## src/pkg/pmw_consts.vh

```
// Purpose: constants for the power mode and wake-up controller
// Assumes: included by bare name from logic files
// Notes:   definitions only
`ifndef PMW_CONSTS_VH
`define PMW_CONSTS_VH
`define PMW_CKS_W        3
`define PMW_CKS_LOW0     3'h0
`define PMW_CKS_LOW1     3'h1
`define PMW_CKS_DIV64    3'h2
`define PMW_CKS_DIV32    3'h3
`define PMW_CKS_DIV16    3'h4
`define PMW_CKS_DIV8     3'h5
`define PMW_CKS_DIV4     3'h6
`define PMW_CKS_DIV2     3'h7
`define PMW_DIV_W        6
`define PMW_DIV16_BIT    3
`define PMW_DIV64_BIT    5
`define PMW_ST_W         3
`define PMW_ST_RUN       3'h0
`define PMW_ST_DEEP      3'h1
`define PMW_ST_SLPWD     3'h2
`define PMW_ST_IDLE_CLOCK_OFF_STATE     3'h3
`define PMW_ST_IDLE_CLOCK_ON_STATE     3'h4
`define PMW_ST_RESTART   3'h5
`define PMW_SEL_W        2
`define PMW_SEL_HIGH     2'h0
`define PMW_SEL_DIV      2'h1
`define PMW_SEL_LOW      2'h2
`define PMW_SEL_NONE     2'h3
`endif

```

## src/logic/pmw_ctrl.v

```verilog
// Purpose: power mode, halt and wake-up sequencing
// Assumes: all inputs synchronous to i_core_clk; clocks gated downstream
// Notes:   outputs are enables for clock gates, not clocks themselves
`timescale 1ns/1ns
`include "pmw_consts.vh"
module pmw_ctrl #(
  parameter NPIN = 8,
  parameter NINT = 4
) (
  input  wire                 i_core_clk,
  input  wire                 i_rst,
  input  wire                 i_high_clock_select,
  input  wire [`PMW_CKS_W-1:0] i_clock_divider_field,
  input  wire                 i_idle_select,
  input  wire                 i_idle_clock_keep,
  input  wire                 i_wdt_enable,
  input  wire                 i_low_osc_stable,
  input  wire                 i_high_osc_stable,
  input  wire                 i_halt,
  input  wire                 i_clear_watchdog_instruction,
  input  wire                 i_ext_reset_wake,
  input  wire                 i_wdt_overflow,
  input  wire [NPIN-1:0]      i_port_a,
  input  wire [NPIN-1:0]      i_port_a_wake_enable,
  input  wire [NINT-1:0]      i_int_req,
  input  wire [NINT-1:0]      i_int_enable,
  input  wire                 i_stack_full,
  output reg                  o_low_osc_ready_ff,
  output reg                  o_high_osc_ready_ff,
  output reg                  o_high_osc_on_ff,
  output reg  [`PMW_SEL_W-1:0] o_sys_clk_sel_ff,
  output reg  [`PMW_CKS_W-1:0] o_div_sel_ff,
  output reg                  o_sys_clk_en_ff,
  output reg                  o_div16_en_ff,
  output reg                  o_div64_en_ff,
  output reg                  o_tb_clk_en_ff,
  output reg                  o_wdt_clk_en_ff,
  output reg                  o_wdt_clear_ff,
  output reg                  o_cpu_run_ff,
  output reg                  o_power_down_flag_ff,
  output reg                  o_watchdog_timeout_flag_ff,
  output reg                  o_wdt_reset_ff,
  output reg                  o_int_take_ff,
  output reg  [`PMW_ST_W-1:0] o_state_ff
);
  reg  [`PMW_ST_W-1:0] state_ff;
  reg  [`PMW_ST_W-1:0] nxt_state;
  reg                  slow_ff;
  reg                  nxt_slow;
  reg                  int_wake_ff;
  wire [`PMW_DIV_W-1:0] div_cnt;
  wire                 pin_wake;
  wire                 int_wake;
  wire                 want_slow;
  wire                 in_low;
  wire                 halt_go;
  wire                 wake;
  wire                 int_serve;

  // want_slow: select low source, else the high clock, direct or divided
  assign want_slow = ~i_high_clock_select &
                     ((i_clock_divider_field == `PMW_CKS_LOW0) |
                      (i_clock_divider_field == `PMW_CKS_LOW1));
  assign in_low    = (state_ff != `PMW_ST_RUN) &
                     (state_ff != `PMW_ST_RESTART);
  assign halt_go   = i_halt & (state_ff == `PMW_ST_RUN);
  assign wake      = in_low & (pin_wake | int_wake | i_wdt_overflow);
  assign int_serve = |(i_int_req & i_int_enable) & ~i_stack_full;

  pmw_clk_div #(
    .W (`PMW_DIV_W)
  ) u_div (
    .i_core_clk (i_core_clk),
    .i_rst      (i_rst),
    .i_run      (o_high_osc_on_ff),
    .o_cnt_ff   (div_cnt)
  );

  pmw_wake_detect #(
    .NPIN (NPIN),
    .NINT (NINT)
  ) u_wake (
    .i_core_clk    (i_core_clk),
    .i_rst         (i_rst),
    .i_arm         (halt_go),
    .i_pins        (i_port_a),
    .i_pin_wake_en (i_port_a_wake_enable),
    .i_int_req     (i_int_req),
    .o_pin_wake_ff (pin_wake),
    .o_int_wake_ff (int_wake)
  );

  // switch to slow waits for the low oscillator; switch back to high takes effect at once
  always @* begin
    nxt_slow = slow_ff;
    if (want_slow & i_low_osc_stable) begin
      nxt_slow = 1'b1;
    end else if (~want_slow) begin
      nxt_slow = 1'b0;
    end
  end

  always @* begin
    nxt_state = state_ff;
    case (state_ff)
      `PMW_ST_RUN: begin
        if (i_halt) begin
          if (~i_idle_select) begin
            nxt_state = i_wdt_enable ? `PMW_ST_SLPWD
                                     : `PMW_ST_DEEP;
          end else begin
            nxt_state = i_idle_clock_keep ? `PMW_ST_IDLE_CLOCK_ON_STATE
                                          : `PMW_ST_IDLE_CLOCK_OFF_STATE;
          end
        end
      end
      `PMW_ST_DEEP, `PMW_ST_SLPWD, `PMW_ST_IDLE_CLOCK_OFF_STATE, `PMW_ST_IDLE_CLOCK_ON_STATE: begin
        if (wake) begin
          nxt_state = `PMW_ST_RESTART;
        end
      end
      `PMW_ST_RESTART: begin
        // hold fetch until the selected source is stable
        if (slow_ff ? i_low_osc_stable : i_high_osc_stable) begin
          nxt_state = `PMW_ST_RUN;
        end
      end
      default: begin
        nxt_state = `PMW_ST_RUN;
      end
    endcase
    // reset wake overrides every state: straight to run, skipping restart and the oscillator wait
    if (i_ext_reset_wake) begin
      nxt_state = `PMW_ST_RUN;
    end
  end

  always @(posedge i_core_clk) begin
    if (i_rst) begin
      state_ff                   <= `PMW_ST_RUN;
      slow_ff                    <= 1'b0;
      int_wake_ff                <= 1'b0;
      o_state_ff                 <= `PMW_ST_RUN;
      o_low_osc_ready_ff         <= 1'b0;
      o_high_osc_ready_ff        <= 1'b0;
      o_high_osc_on_ff           <= 1'b1;
      o_sys_clk_sel_ff           <= `PMW_SEL_HIGH;
      o_div_sel_ff               <= `PMW_CKS_LOW0;
      o_sys_clk_en_ff            <= 1'b1;
      o_div16_en_ff              <= 1'b0;
      o_div64_en_ff              <= 1'b0;
      o_tb_clk_en_ff             <= 1'b1;
      o_wdt_clk_en_ff            <= 1'b1;
      o_wdt_clear_ff             <= 1'b0;
      o_cpu_run_ff               <= 1'b1;
      o_power_down_flag_ff       <= 1'b0;
      o_watchdog_timeout_flag_ff <= 1'b0;
      o_wdt_reset_ff             <= 1'b0;
      o_int_take_ff              <= 1'b0;
    end else begin
      state_ff    <= nxt_state;
      slow_ff     <= nxt_slow;
      o_state_ff  <= nxt_state;
      // keep the interrupt cause until restart ends, however long the settle takes
      int_wake_ff <= (wake & int_wake) |
                     (int_wake_ff & (state_ff == `PMW_ST_RESTART));
      o_low_osc_ready_ff  <= i_low_osc_stable;
      o_high_osc_ready_ff <= i_high_osc_stable & ~nxt_slow;

      // high oscillator: off in slow mode, deep sleep, sleep with watchdog, or idle_clock_off_state
      o_high_osc_on_ff <= ~nxt_slow &
                          (nxt_state != `PMW_ST_DEEP) &
                          (nxt_state != `PMW_ST_SLPWD) &
                          (nxt_state != `PMW_ST_IDLE_CLOCK_OFF_STATE);
      if (nxt_slow) begin
        o_sys_clk_sel_ff <= `PMW_SEL_LOW;
      end else if (i_high_clock_select) begin
        o_sys_clk_sel_ff <= `PMW_SEL_HIGH;
      end else begin
        o_sys_clk_sel_ff <= `PMW_SEL_DIV;
      end
      o_div_sel_ff  <= i_clock_divider_field;
      // divided taps stop with the oscillator
      o_div16_en_ff <= o_high_osc_on_ff & div_cnt[`PMW_DIV16_BIT];
      o_div64_en_ff <= o_high_osc_on_ff & div_cnt[`PMW_DIV64_BIT];

      o_sys_clk_en_ff <= (nxt_state == `PMW_ST_RUN) |
                         (nxt_state == `PMW_ST_RESTART) |
                         (nxt_state == `PMW_ST_IDLE_CLOCK_ON_STATE);
      o_tb_clk_en_ff  <= (nxt_state != `PMW_ST_DEEP) &
                         (nxt_state != `PMW_ST_SLPWD);
      o_wdt_clk_en_ff <= (nxt_state != `PMW_ST_DEEP);
      o_cpu_run_ff    <= (nxt_state == `PMW_ST_RUN);

      // halt and clear-watchdog both zero the counter
      o_wdt_clear_ff  <= halt_go | i_clear_watchdog_instruction;
      // watchdog wake restarts pc and sp only
      o_wdt_reset_ff  <= in_low & i_wdt_overflow;
      // pending wake interrupt serviced at the restart-to-run step only if enabled and stack free then
      o_int_take_ff   <= (state_ff == `PMW_ST_RESTART) &
                         (nxt_state == `PMW_ST_RUN) &
                         int_wake_ff & int_serve;

      // set wins: halt in same cycle as clear-watchdog sets flag
      if (halt_go) begin
        o_power_down_flag_ff <= 1'b1;
      end else if (i_clear_watchdog_instruction) begin
        o_power_down_flag_ff <= 1'b0;
      end
      if (in_low & i_wdt_overflow) begin
        o_watchdog_timeout_flag_ff <= 1'b1;
      end else if (halt_go) begin
        o_watchdog_timeout_flag_ff <= 1'b0;
      end
    end
  end
endmodule

```

## src/logic/pmw_clk_div.v

```verilog
// Purpose: free-running divider of the high-speed clock
// Assumes: i_run low stops and clears the chain
// Notes:   taps give divided-by-2 through divided-by-64 enables
`timescale 1ns/1ns
`include "pmw_consts.vh"
module pmw_clk_div #(
  parameter W = `PMW_DIV_W
) (
  input  wire         i_core_clk,
  input  wire         i_rst,
  input  wire         i_run,
  output reg  [W-1:0] o_cnt_ff
);
  reg [W-1:0] nxt_cnt;
  always @* begin
    nxt_cnt = i_run ? o_cnt_ff + {{(W-1){1'b0}}, 1'b1} : {W{1'b0}};
  end
  always @(posedge i_core_clk) begin
    if (i_rst) begin
      o_cnt_ff <= {W{1'b0}};
    end else begin
      o_cnt_ff <= nxt_cnt;
    end
  end
endmodule

```

## src/logic/pmw_wake_detect.v

```verilog
// Purpose: port a falling-edge wake and interrupt wake qualification
// Assumes: pins synchronous; i_arm pulses on halt entry
// Notes:   interrupts already pending at entry are masked
`timescale 1ns/1ns
module pmw_wake_detect #(
  parameter NPIN = 8,
  parameter NINT = 4
) (
  input  wire            i_core_clk,
  input  wire            i_rst,
  input  wire            i_arm,
  input  wire [NPIN-1:0] i_pins,
  input  wire [NPIN-1:0] i_pin_wake_en,
  input  wire [NINT-1:0] i_int_req,
  output reg             o_pin_wake_ff,
  output reg             o_int_wake_ff
);
  reg  [NPIN-1:0] pins_ff;
  reg  [NINT-1:0] int_mask_ff;
  wire [NPIN-1:0] fall;
  genvar g;
  generate
    for (g = 0; g < NPIN; g = g + 1) begin : g_pin
      assign fall[g] = pins_ff[g] & ~i_pins[g] & i_pin_wake_en[g];
    end
  endgenerate
  always @(posedge i_core_clk) begin
    if (i_rst) begin
      pins_ff       <= {NPIN{1'b1}};
      int_mask_ff   <= {NINT{1'b0}};
      o_pin_wake_ff <= 1'b0;
      o_int_wake_ff <= 1'b0;
    end else begin
      pins_ff       <= i_pins;
      // requests set before entry cannot wake until they drop and rise again
      if (i_arm) begin
        int_mask_ff <= i_int_req;
      end else begin
        int_mask_ff <= int_mask_ff & i_int_req;
      end
      o_pin_wake_ff <= |fall;
      o_int_wake_ff <= |(i_int_req & ~int_mask_ff) & ~i_arm;
    end
  end
endmodule

```

## config.mk

```make
export PLATFORM = sky130hd
export DESIGN_NAME = pmw_ctrl
export DESIGN_NICKNAME = d
export VERILOG_FILES = /design/src/logic/pmw_ctrl.v /design/src/logic/pmw_clk_div.v /design/src/logic/pmw_wake_detect.v
export VERILOG_INCLUDE_DIRS = /design/src /design/src/pkg
export SDC_FILE = /design/constraint.sdc
export NUM_CORES = 1
export LEC_CHECK = 0
export ABC_CLOCK_PERIOD_IN_PS = 2300
export BUFFER_PORTS_ARGS = -buffer_cell sky130_fd_sc_hd__buf_4
export CAP_MARGIN = 20
export CORE_ASPECT_RATIO = 1.5
export CORE_MARGIN = 5
export CORE_UTILIZATION = 31
export CTS_CLUSTER_DIAMETER = 100
export DETAILED_ROUTE_END_ITERATION = 7
export GPL_TIMING_DRIVEN = 0
export PLACE_DENSITY = 0.51
export SLEW_MARGIN = 10
export SYNTH_ARGS = -nofsm -noshare
export SYNTH_HDL_FRONTEND = slang
export SYNTH_HIERARCHICAL = 1
export SYNTH_SLANG_ARGS = --single-unit
```

## constraint.sdc

```tcl
create_clock -name i_core_clk -period 2.3 [get_ports i_core_clk]
set_input_delay 0.46 -clock i_core_clk [delete_from_list [all_inputs] [get_ports i_core_clk]]
set_output_delay 0.46 -clock i_core_clk [all_outputs]
set_load 0.03 [all_outputs]
```

==> results of run 1 <==
metal layers:
metal | up-vias | GRT usage | routed length, um
li1 | 700 | - | -
met1 | 647 | 0.146 | 1440
met2 | 46 | 0.215 | 2020
met4 | 0 | 0.0597 | 85
met3 | 5 | 0.0380 | 292
met5 | - | 0 | 0
power by group:
part	internal, mW	leakage, nW	total (mW)	switching, mW
clock	0.434	0.0654	0.679	0.245
combinational	0.124	0.630	0.259	0.134
sequential	0.787	0.354	0.806	0.0195
total	1.35	1.05	1.74	0.399
sequential cells by signal (all words and copies together), names as in the netlist, 2 cells and up:
signal and count:
o_div_sel_ff 3, o_sys_clk_sel_ff 2, state_ff 3, u_div/o_cnt_ff 6, u_wake/int_mask_ff 4, u_wake/pins_ff 8
cell type report:
class / count / area (um^2) / area share
Clock buffer: 6 / 72.6 / 0.0320
Tap cell: 68 / 85.1 / 0.0375
Inverter: 7 / 27.5 / 0.0121
Multi-Input combinational cell: 108 / 669 / 0.295
Clock inverter: 2 / 60.1 / 0.0265
Buffer: 6 / 36.3 / 0.0160
Sequential cell: 43 / 861 / 0.379
Timing Repair Buffer: 61 / 458 / 0.202
worst max-delay path, cell delays in order, from the launching register on:
cell	delay, ns
dfxtp_1	0.32
buf_2	0.18
or4b_4	0.54
clkinv_2	0.13
and3_1	0.19
o31ai_2	0.10
and2_1	0.19
a21o_1	0.18
cells by family after synthesis:
| kind of cell | count (synthesis) |
|---|---|
| xor gates and xnor gates | 4 |
| muxes | 1 |
| DFF | 43 |
| adders and majority gates | 1 |
| and+or+nand+nor | 71 |
| buffers and inverters | 13 |
| AOI/OAI and AO/OA | 31 |
layout by cell type (no fill, tap or decap), types with 4 or more instances in the layout:
| cell | n |
|---|---|
| a21oi_1 | 6 |
| and3_1 | 5 |
| buf_4 | 62 |
| clkbuf_8 | 5 |
| dfxtp_1 | 43 |
| inv_1 | 6 |
| nand2_1 | 17 |
| nand2b_1 | 4 |
| nor2_1 | 13 |
| nor2b_1 | 6 |
| o22ai_1 | 6 |
| or2_2 | 8 |
path summary, 6_finish.rpt:
path	depth (start not counted)	start	slack, ns	to
min	2	i_high_clock_select	0.33	o_sys_clk_sel_ff[0]
max reg2reg	7	state_ff[0]	0.38	o_cpu_run_ff
max	7	state_ff[0]	0.38	o_cpu_run_ff
min reg2reg	1	u_div/o_cnt_ff[0]	0.46	u_div/o_cnt_ff[0]
==> flow_summary.ini, run 1 <==
[run_status]
outcome = finished, final reports clean

[finish]
area_growth_syn_to_layout_pct = 42.4
antenna_cells = 0
final_cells = 301
fill_cells = 549
drive_gt1_frac = 0.373
nNetsFinal = 273
postLayoutCoreUtil = 0.446
finalInstanceArea_um2 = 2270

[place]
dp_hpwl_mm = 3.11
pre_cts_slack_ns = 0.359
placed_cell_area_um2 = 2140
gp_congestion = 0.749
port_buffers = 61
dp.cells = 293

[synthesis]
synth-xor-area-share = 0.0220
synthTopCellsByCount = dfxtp_1, nand2_1, nor2_1, or2_2
synth.most_common_cell = dfxtp_1
synth_area_leaders = dfxtp_1, nand2_1, or2_2
synth-seq-cells = 43
synth_warnings = 6
yosys.area_share.adder = 0.00785
synth_cell_types = 44
synth_simple_gate_area_share = 0.239
synth_ff_type = dfxtp_1
avgSynthCellArea_um2 = 9.72
async_reset_ff_frac = 0
yosysTopAreaCellShare = 0.540
synthCells = 164
synth_compound_area_frac = 0.144
synth_top_family_by_area = simple AND/OR/NAND/NOR gates
synth_edf_count = 0
ys_seq_area_frac = 0.540
synthesis.nets = 205
synth.area.mux_share = 0.00706
synth_area_leader_cell = dfxtp_1
syn_area_um2 = 1590

[clock_network]
tritoncts = yes
clkLatencyLatePin_ns = 0.29
cts_sinks = 43
clkTransAtPathRegs_ns = 0.08
cts_root_buf = clkbuf_8
post_cts_buffers = 0
cts_resized = 0
htreeDepth = 2
cts_hold_buf = 0
clockBufferDepth = 2
cts_buffers = 5

[die]
ios = 62
start_util = 0.313
coreArea_um2 = 5080
die_w_um = 68.6
row_count = 32
dieArea_um2 = 6710
die_y_um = 97.8

[routing]
drt_iter0_drc = 88
ant_nets = 0
wirelength_mm = 3.83
vias = 1398
viasPerCell = 4.64
wl_per_cell_um = 12.7
dr.pass1.iters = 4
drc_errors = 0

[sta]
setup_tns_ns = 0
slew_headroom = 0.586
whs_ns = 0.334
post-route-min-period_ns = 1.92
fmax_ghz = 0.521
rsz0062_at_grt = no
worst_pin_slew_ns = 0.605
maxSlewViolCount = 0
report.final.hold_viol_count = 0
fin_skew_ns = 0.00582
period_share = 0.834
finalWorstSetupSlack_ns = 0.382
setup_viol = 0

[grt]
grt_pass1_vias = 1364
antenna_found_initial = 0
grt_pass1_wl_mm = 6.49
grt_usage = 0.129
grt_overflow = 0
grt_max_degree = 14

[power_and_ir_drop]
vdd_drop_max_uv = 340
p_total_mw = 1.74
power_leakage_nw = 1.05
p_per_area_nw_per_um2 = 768

[critical_path]
worstPathArrival_ns = 2.11
cp-end-kind = flop
path_max_fanout = 10
cp-start-kind = flop
critPathKind = reg -> reg
cp.required_ns = 2.49

[job]
cap_viol_max_count = 0

[min_path]
min_path_type = in -> reg
Power figures use the tool's default switching activity.
==> run 2, diff against run 1 <==
--- a/config.mk
+++ b/config.mk
@@ -6,7 +6,7 @@
 export SDC_FILE = /design/constraint.sdc
 export NUM_CORES = 1
 export LEC_CHECK = 0
-export ABC_CLOCK_PERIOD_IN_PS = 2300
+export ABC_CLOCK_PERIOD_IN_PS = 1700
 export BUFFER_PORTS_ARGS = -buffer_cell sky130_fd_sc_hd__buf_4
 export CAP_MARGIN = 20
 export CORE_ASPECT_RATIO = 1.5
@@ -15,7 +15,7 @@
 export CTS_CLUSTER_DIAMETER = 100
 export DETAILED_ROUTE_END_ITERATION = 7
 export GPL_TIMING_DRIVEN = 0
-export PLACE_DENSITY = 0.51
+export PLACE_DENSITY = 0.53
 export SLEW_MARGIN = 10
 export SYNTH_ARGS = -nofsm -noshare
 export SYNTH_HDL_FRONTEND = slang
==> constraint.sdc (replaced) <==
create_clock -name i_core_clk -period 1.7 [get_ports i_core_clk]
set_input_delay 0.34 -clock i_core_clk [delete_from_list [all_inputs] [get_ports i_core_clk]]
set_output_delay 0.34 -clock i_core_clk [all_outputs]
set_load 0.03 [all_outputs]
==> flow_summary.ini, run 2 (synthesis results as in run 1) <==
[clock_network]
clockBufferDepth = 2
clkTransAtPathRegs_ns = 0.08
cts_hold_buf = 0
htreeDepth = 2
cts_sinks = 43
clkLatencyLatePin_ns = 0.29
cts_root_buf = clkbuf_8
cts_buffers = 5
tritoncts = yes

[die]
dieArea_um2 = 6710
die_w_um = 68.6
ios = 62
start_util = 0.313
row_count = 32
coreArea_um2 = 5080
die_y_um = 97.8

[finish]
drive_gt1_frac = 0.433
antenna_cells = 0
regMostFlops = u_wake/pins_ff
nNetsFinal = 280
largestRegisters = u_wake/pins_ff x8, u_div/o_cnt_ff x6, u_wake/int_mask_ff x4
final_cells = 308
area_growth_syn_to_layout_pct = 46.5
largest_reg_flops = 8
mostFrequentLayoutCells = buf_4, dfxtp_1, nand2_1
final_common_cell = buf_4

[power_and_ir_drop]
p_per_area_nw_per_um2 = 899
intPower_mw = 1.54
clkPwrFrac = 0.296
vdd_drop_max_uv = 536
switching_share = 0.268
p_switching_mw = 0.562
power_leakage_nw = 1.08
pwr-share-seq = 0.520
power_frac_comb = 0.184
p_total_mw = 2.10

[place]
dp_hpwl_mm = 3.09
port_buffers = 61
gp_congestion = 0.752
dp.cells = 293

[sta]
setup_viol = 0
fmax_ghz = 0.596
setup_tns_ns = 0
rsz0062_at_grt = yes
fin_skew_ns = 0.00338
worst_pin_slew_ns = 0.542
period_share = 0.986
post-route-min-period_ns = 1.68
report.final.hold_viol_count = 0
maxSlewViolCount = 0
slew_headroom = 0.629

[run_status]
outcome = finished, final reports clean

[routing]
viasPerCell = 4.57
drt_iter0_drc = 62
dr.pass1.iters = 4
drc_errors = 0
wl_per_cell_um = 12.6
ant_nets = 0
wirelength_mm = 3.88
vias = 1408

[grt]
grt_overflow = 0
antenna_found_initial = 0
grt_pass1_wl_mm = 6.32
grt_usage = 0.123
grt_max_degree = 14
grt_pass1_vias = 1427

[min_path]
min_path_type = in -> reg
whs_path_depth = 2

[critical_path]
cp_cell_sequence = or4b_4 > clkinv_4 > and3_4 > o31ai_4 > and2_4 > a21o_1
worstPathArrival_ns = 1.87
cp.required_ns = 1.89
worst_path_max_delay_cell = or4b_4
critPathKind = reg -> reg
cp-end-kind = flop
r2r_cells = 6
path_max_fanout = 6
critPathMaxStageDelay_ns = 0.56
cp-start-kind = flop

[job]
cap_viol_max_count = 0
-- run 2: cell types whose count changed in the layout (fill, tap and decap cells not counted), sizes merged --
cell / delta
buf: +7
clkinv: +3
bufinv: -2
clkbuf: -1
-- run 2: layout make-up --
class	instances	area (um^2)
Fill cell	531	2750
Clock buffer	5	68.8
Sequential cell	43	870
Multi-Input combinational cell	108	714
Tap cell	68	85.1
Timing Repair Buffer	70	526
Clock inverter	3	15.0
Buffer	4	26.3
Inverter	7	31.3
-- run 2: repair_timing --
action	4_1_cts	5_1_grt
setup endpoints to repair	6	2
pin swaps	4	5
buffers inserted	7	2
gates resized for setup	6	4
-- run 2: final timing paths --
path,from,end,slack [ns]
max,state_ff[1],o_cpu_run_ff,0.02
min,i_high_clock_select,o_sys_clk_sel_ff[0],0.22
max reg2reg,state_ff[1],o_cpu_run_ff,0.02
min reg2reg,u_div/o_cnt_ff[0],u_div/o_cnt_ff[0],0.47
-- run 2: power groups by stage --
stage	Combinational [mW]	Sequential (mW)	Clock [mW]
floorplan	0.140	1.17	0
global placement	0.358	1.11	0
detailed placement	0.358	1.11	0
CTS	0.381	1.09	0.655
global route	0.422	1.10	0.694
finish	0.386	1.09	0.622
-- run 2: per-layer routing --
layer | vias up | global-route usage | routed length (um)
met5 | - | 0 | 0
met4 | 0 | 0.0429 | 44
li1 | 717 | - | -
met1 | 642 | 0.136 | 1510
met3 | 4 | 0.0391 | 270
met2 | 45 | 0.211 | 2060
-- run 2: stage by stage --
step | area, um^2 | setup slack, ns | utilization | hold slack [ns]
3_5_place_dp | 2160 | -0.204 | 0.424 | 0.452
3_3_place_gp | 2160 | -0.210 | 0.424 | 0.442
6_report | 2340 | 0.0233 | 0.459 | 0.224
2_1_floorplan | 1610 | -0.102 | - | 0.412
5_1_grt | 2340 | -0.0296 | 0.459 | 0.209
4_1_cts | 2300 | 0.00266 | 0.452 | 0.213
-- run 2: worst max-delay path: cells and delay by family, from the launching register on --
| family | cells | cell delay (ns) |
|---|---|---|
| simple gates | 3 | 0.90 |
| flops | 1 | 0.37 |
| buf+inv | 1 | 0.07 |
| compound gates | 2 | 0.23 |
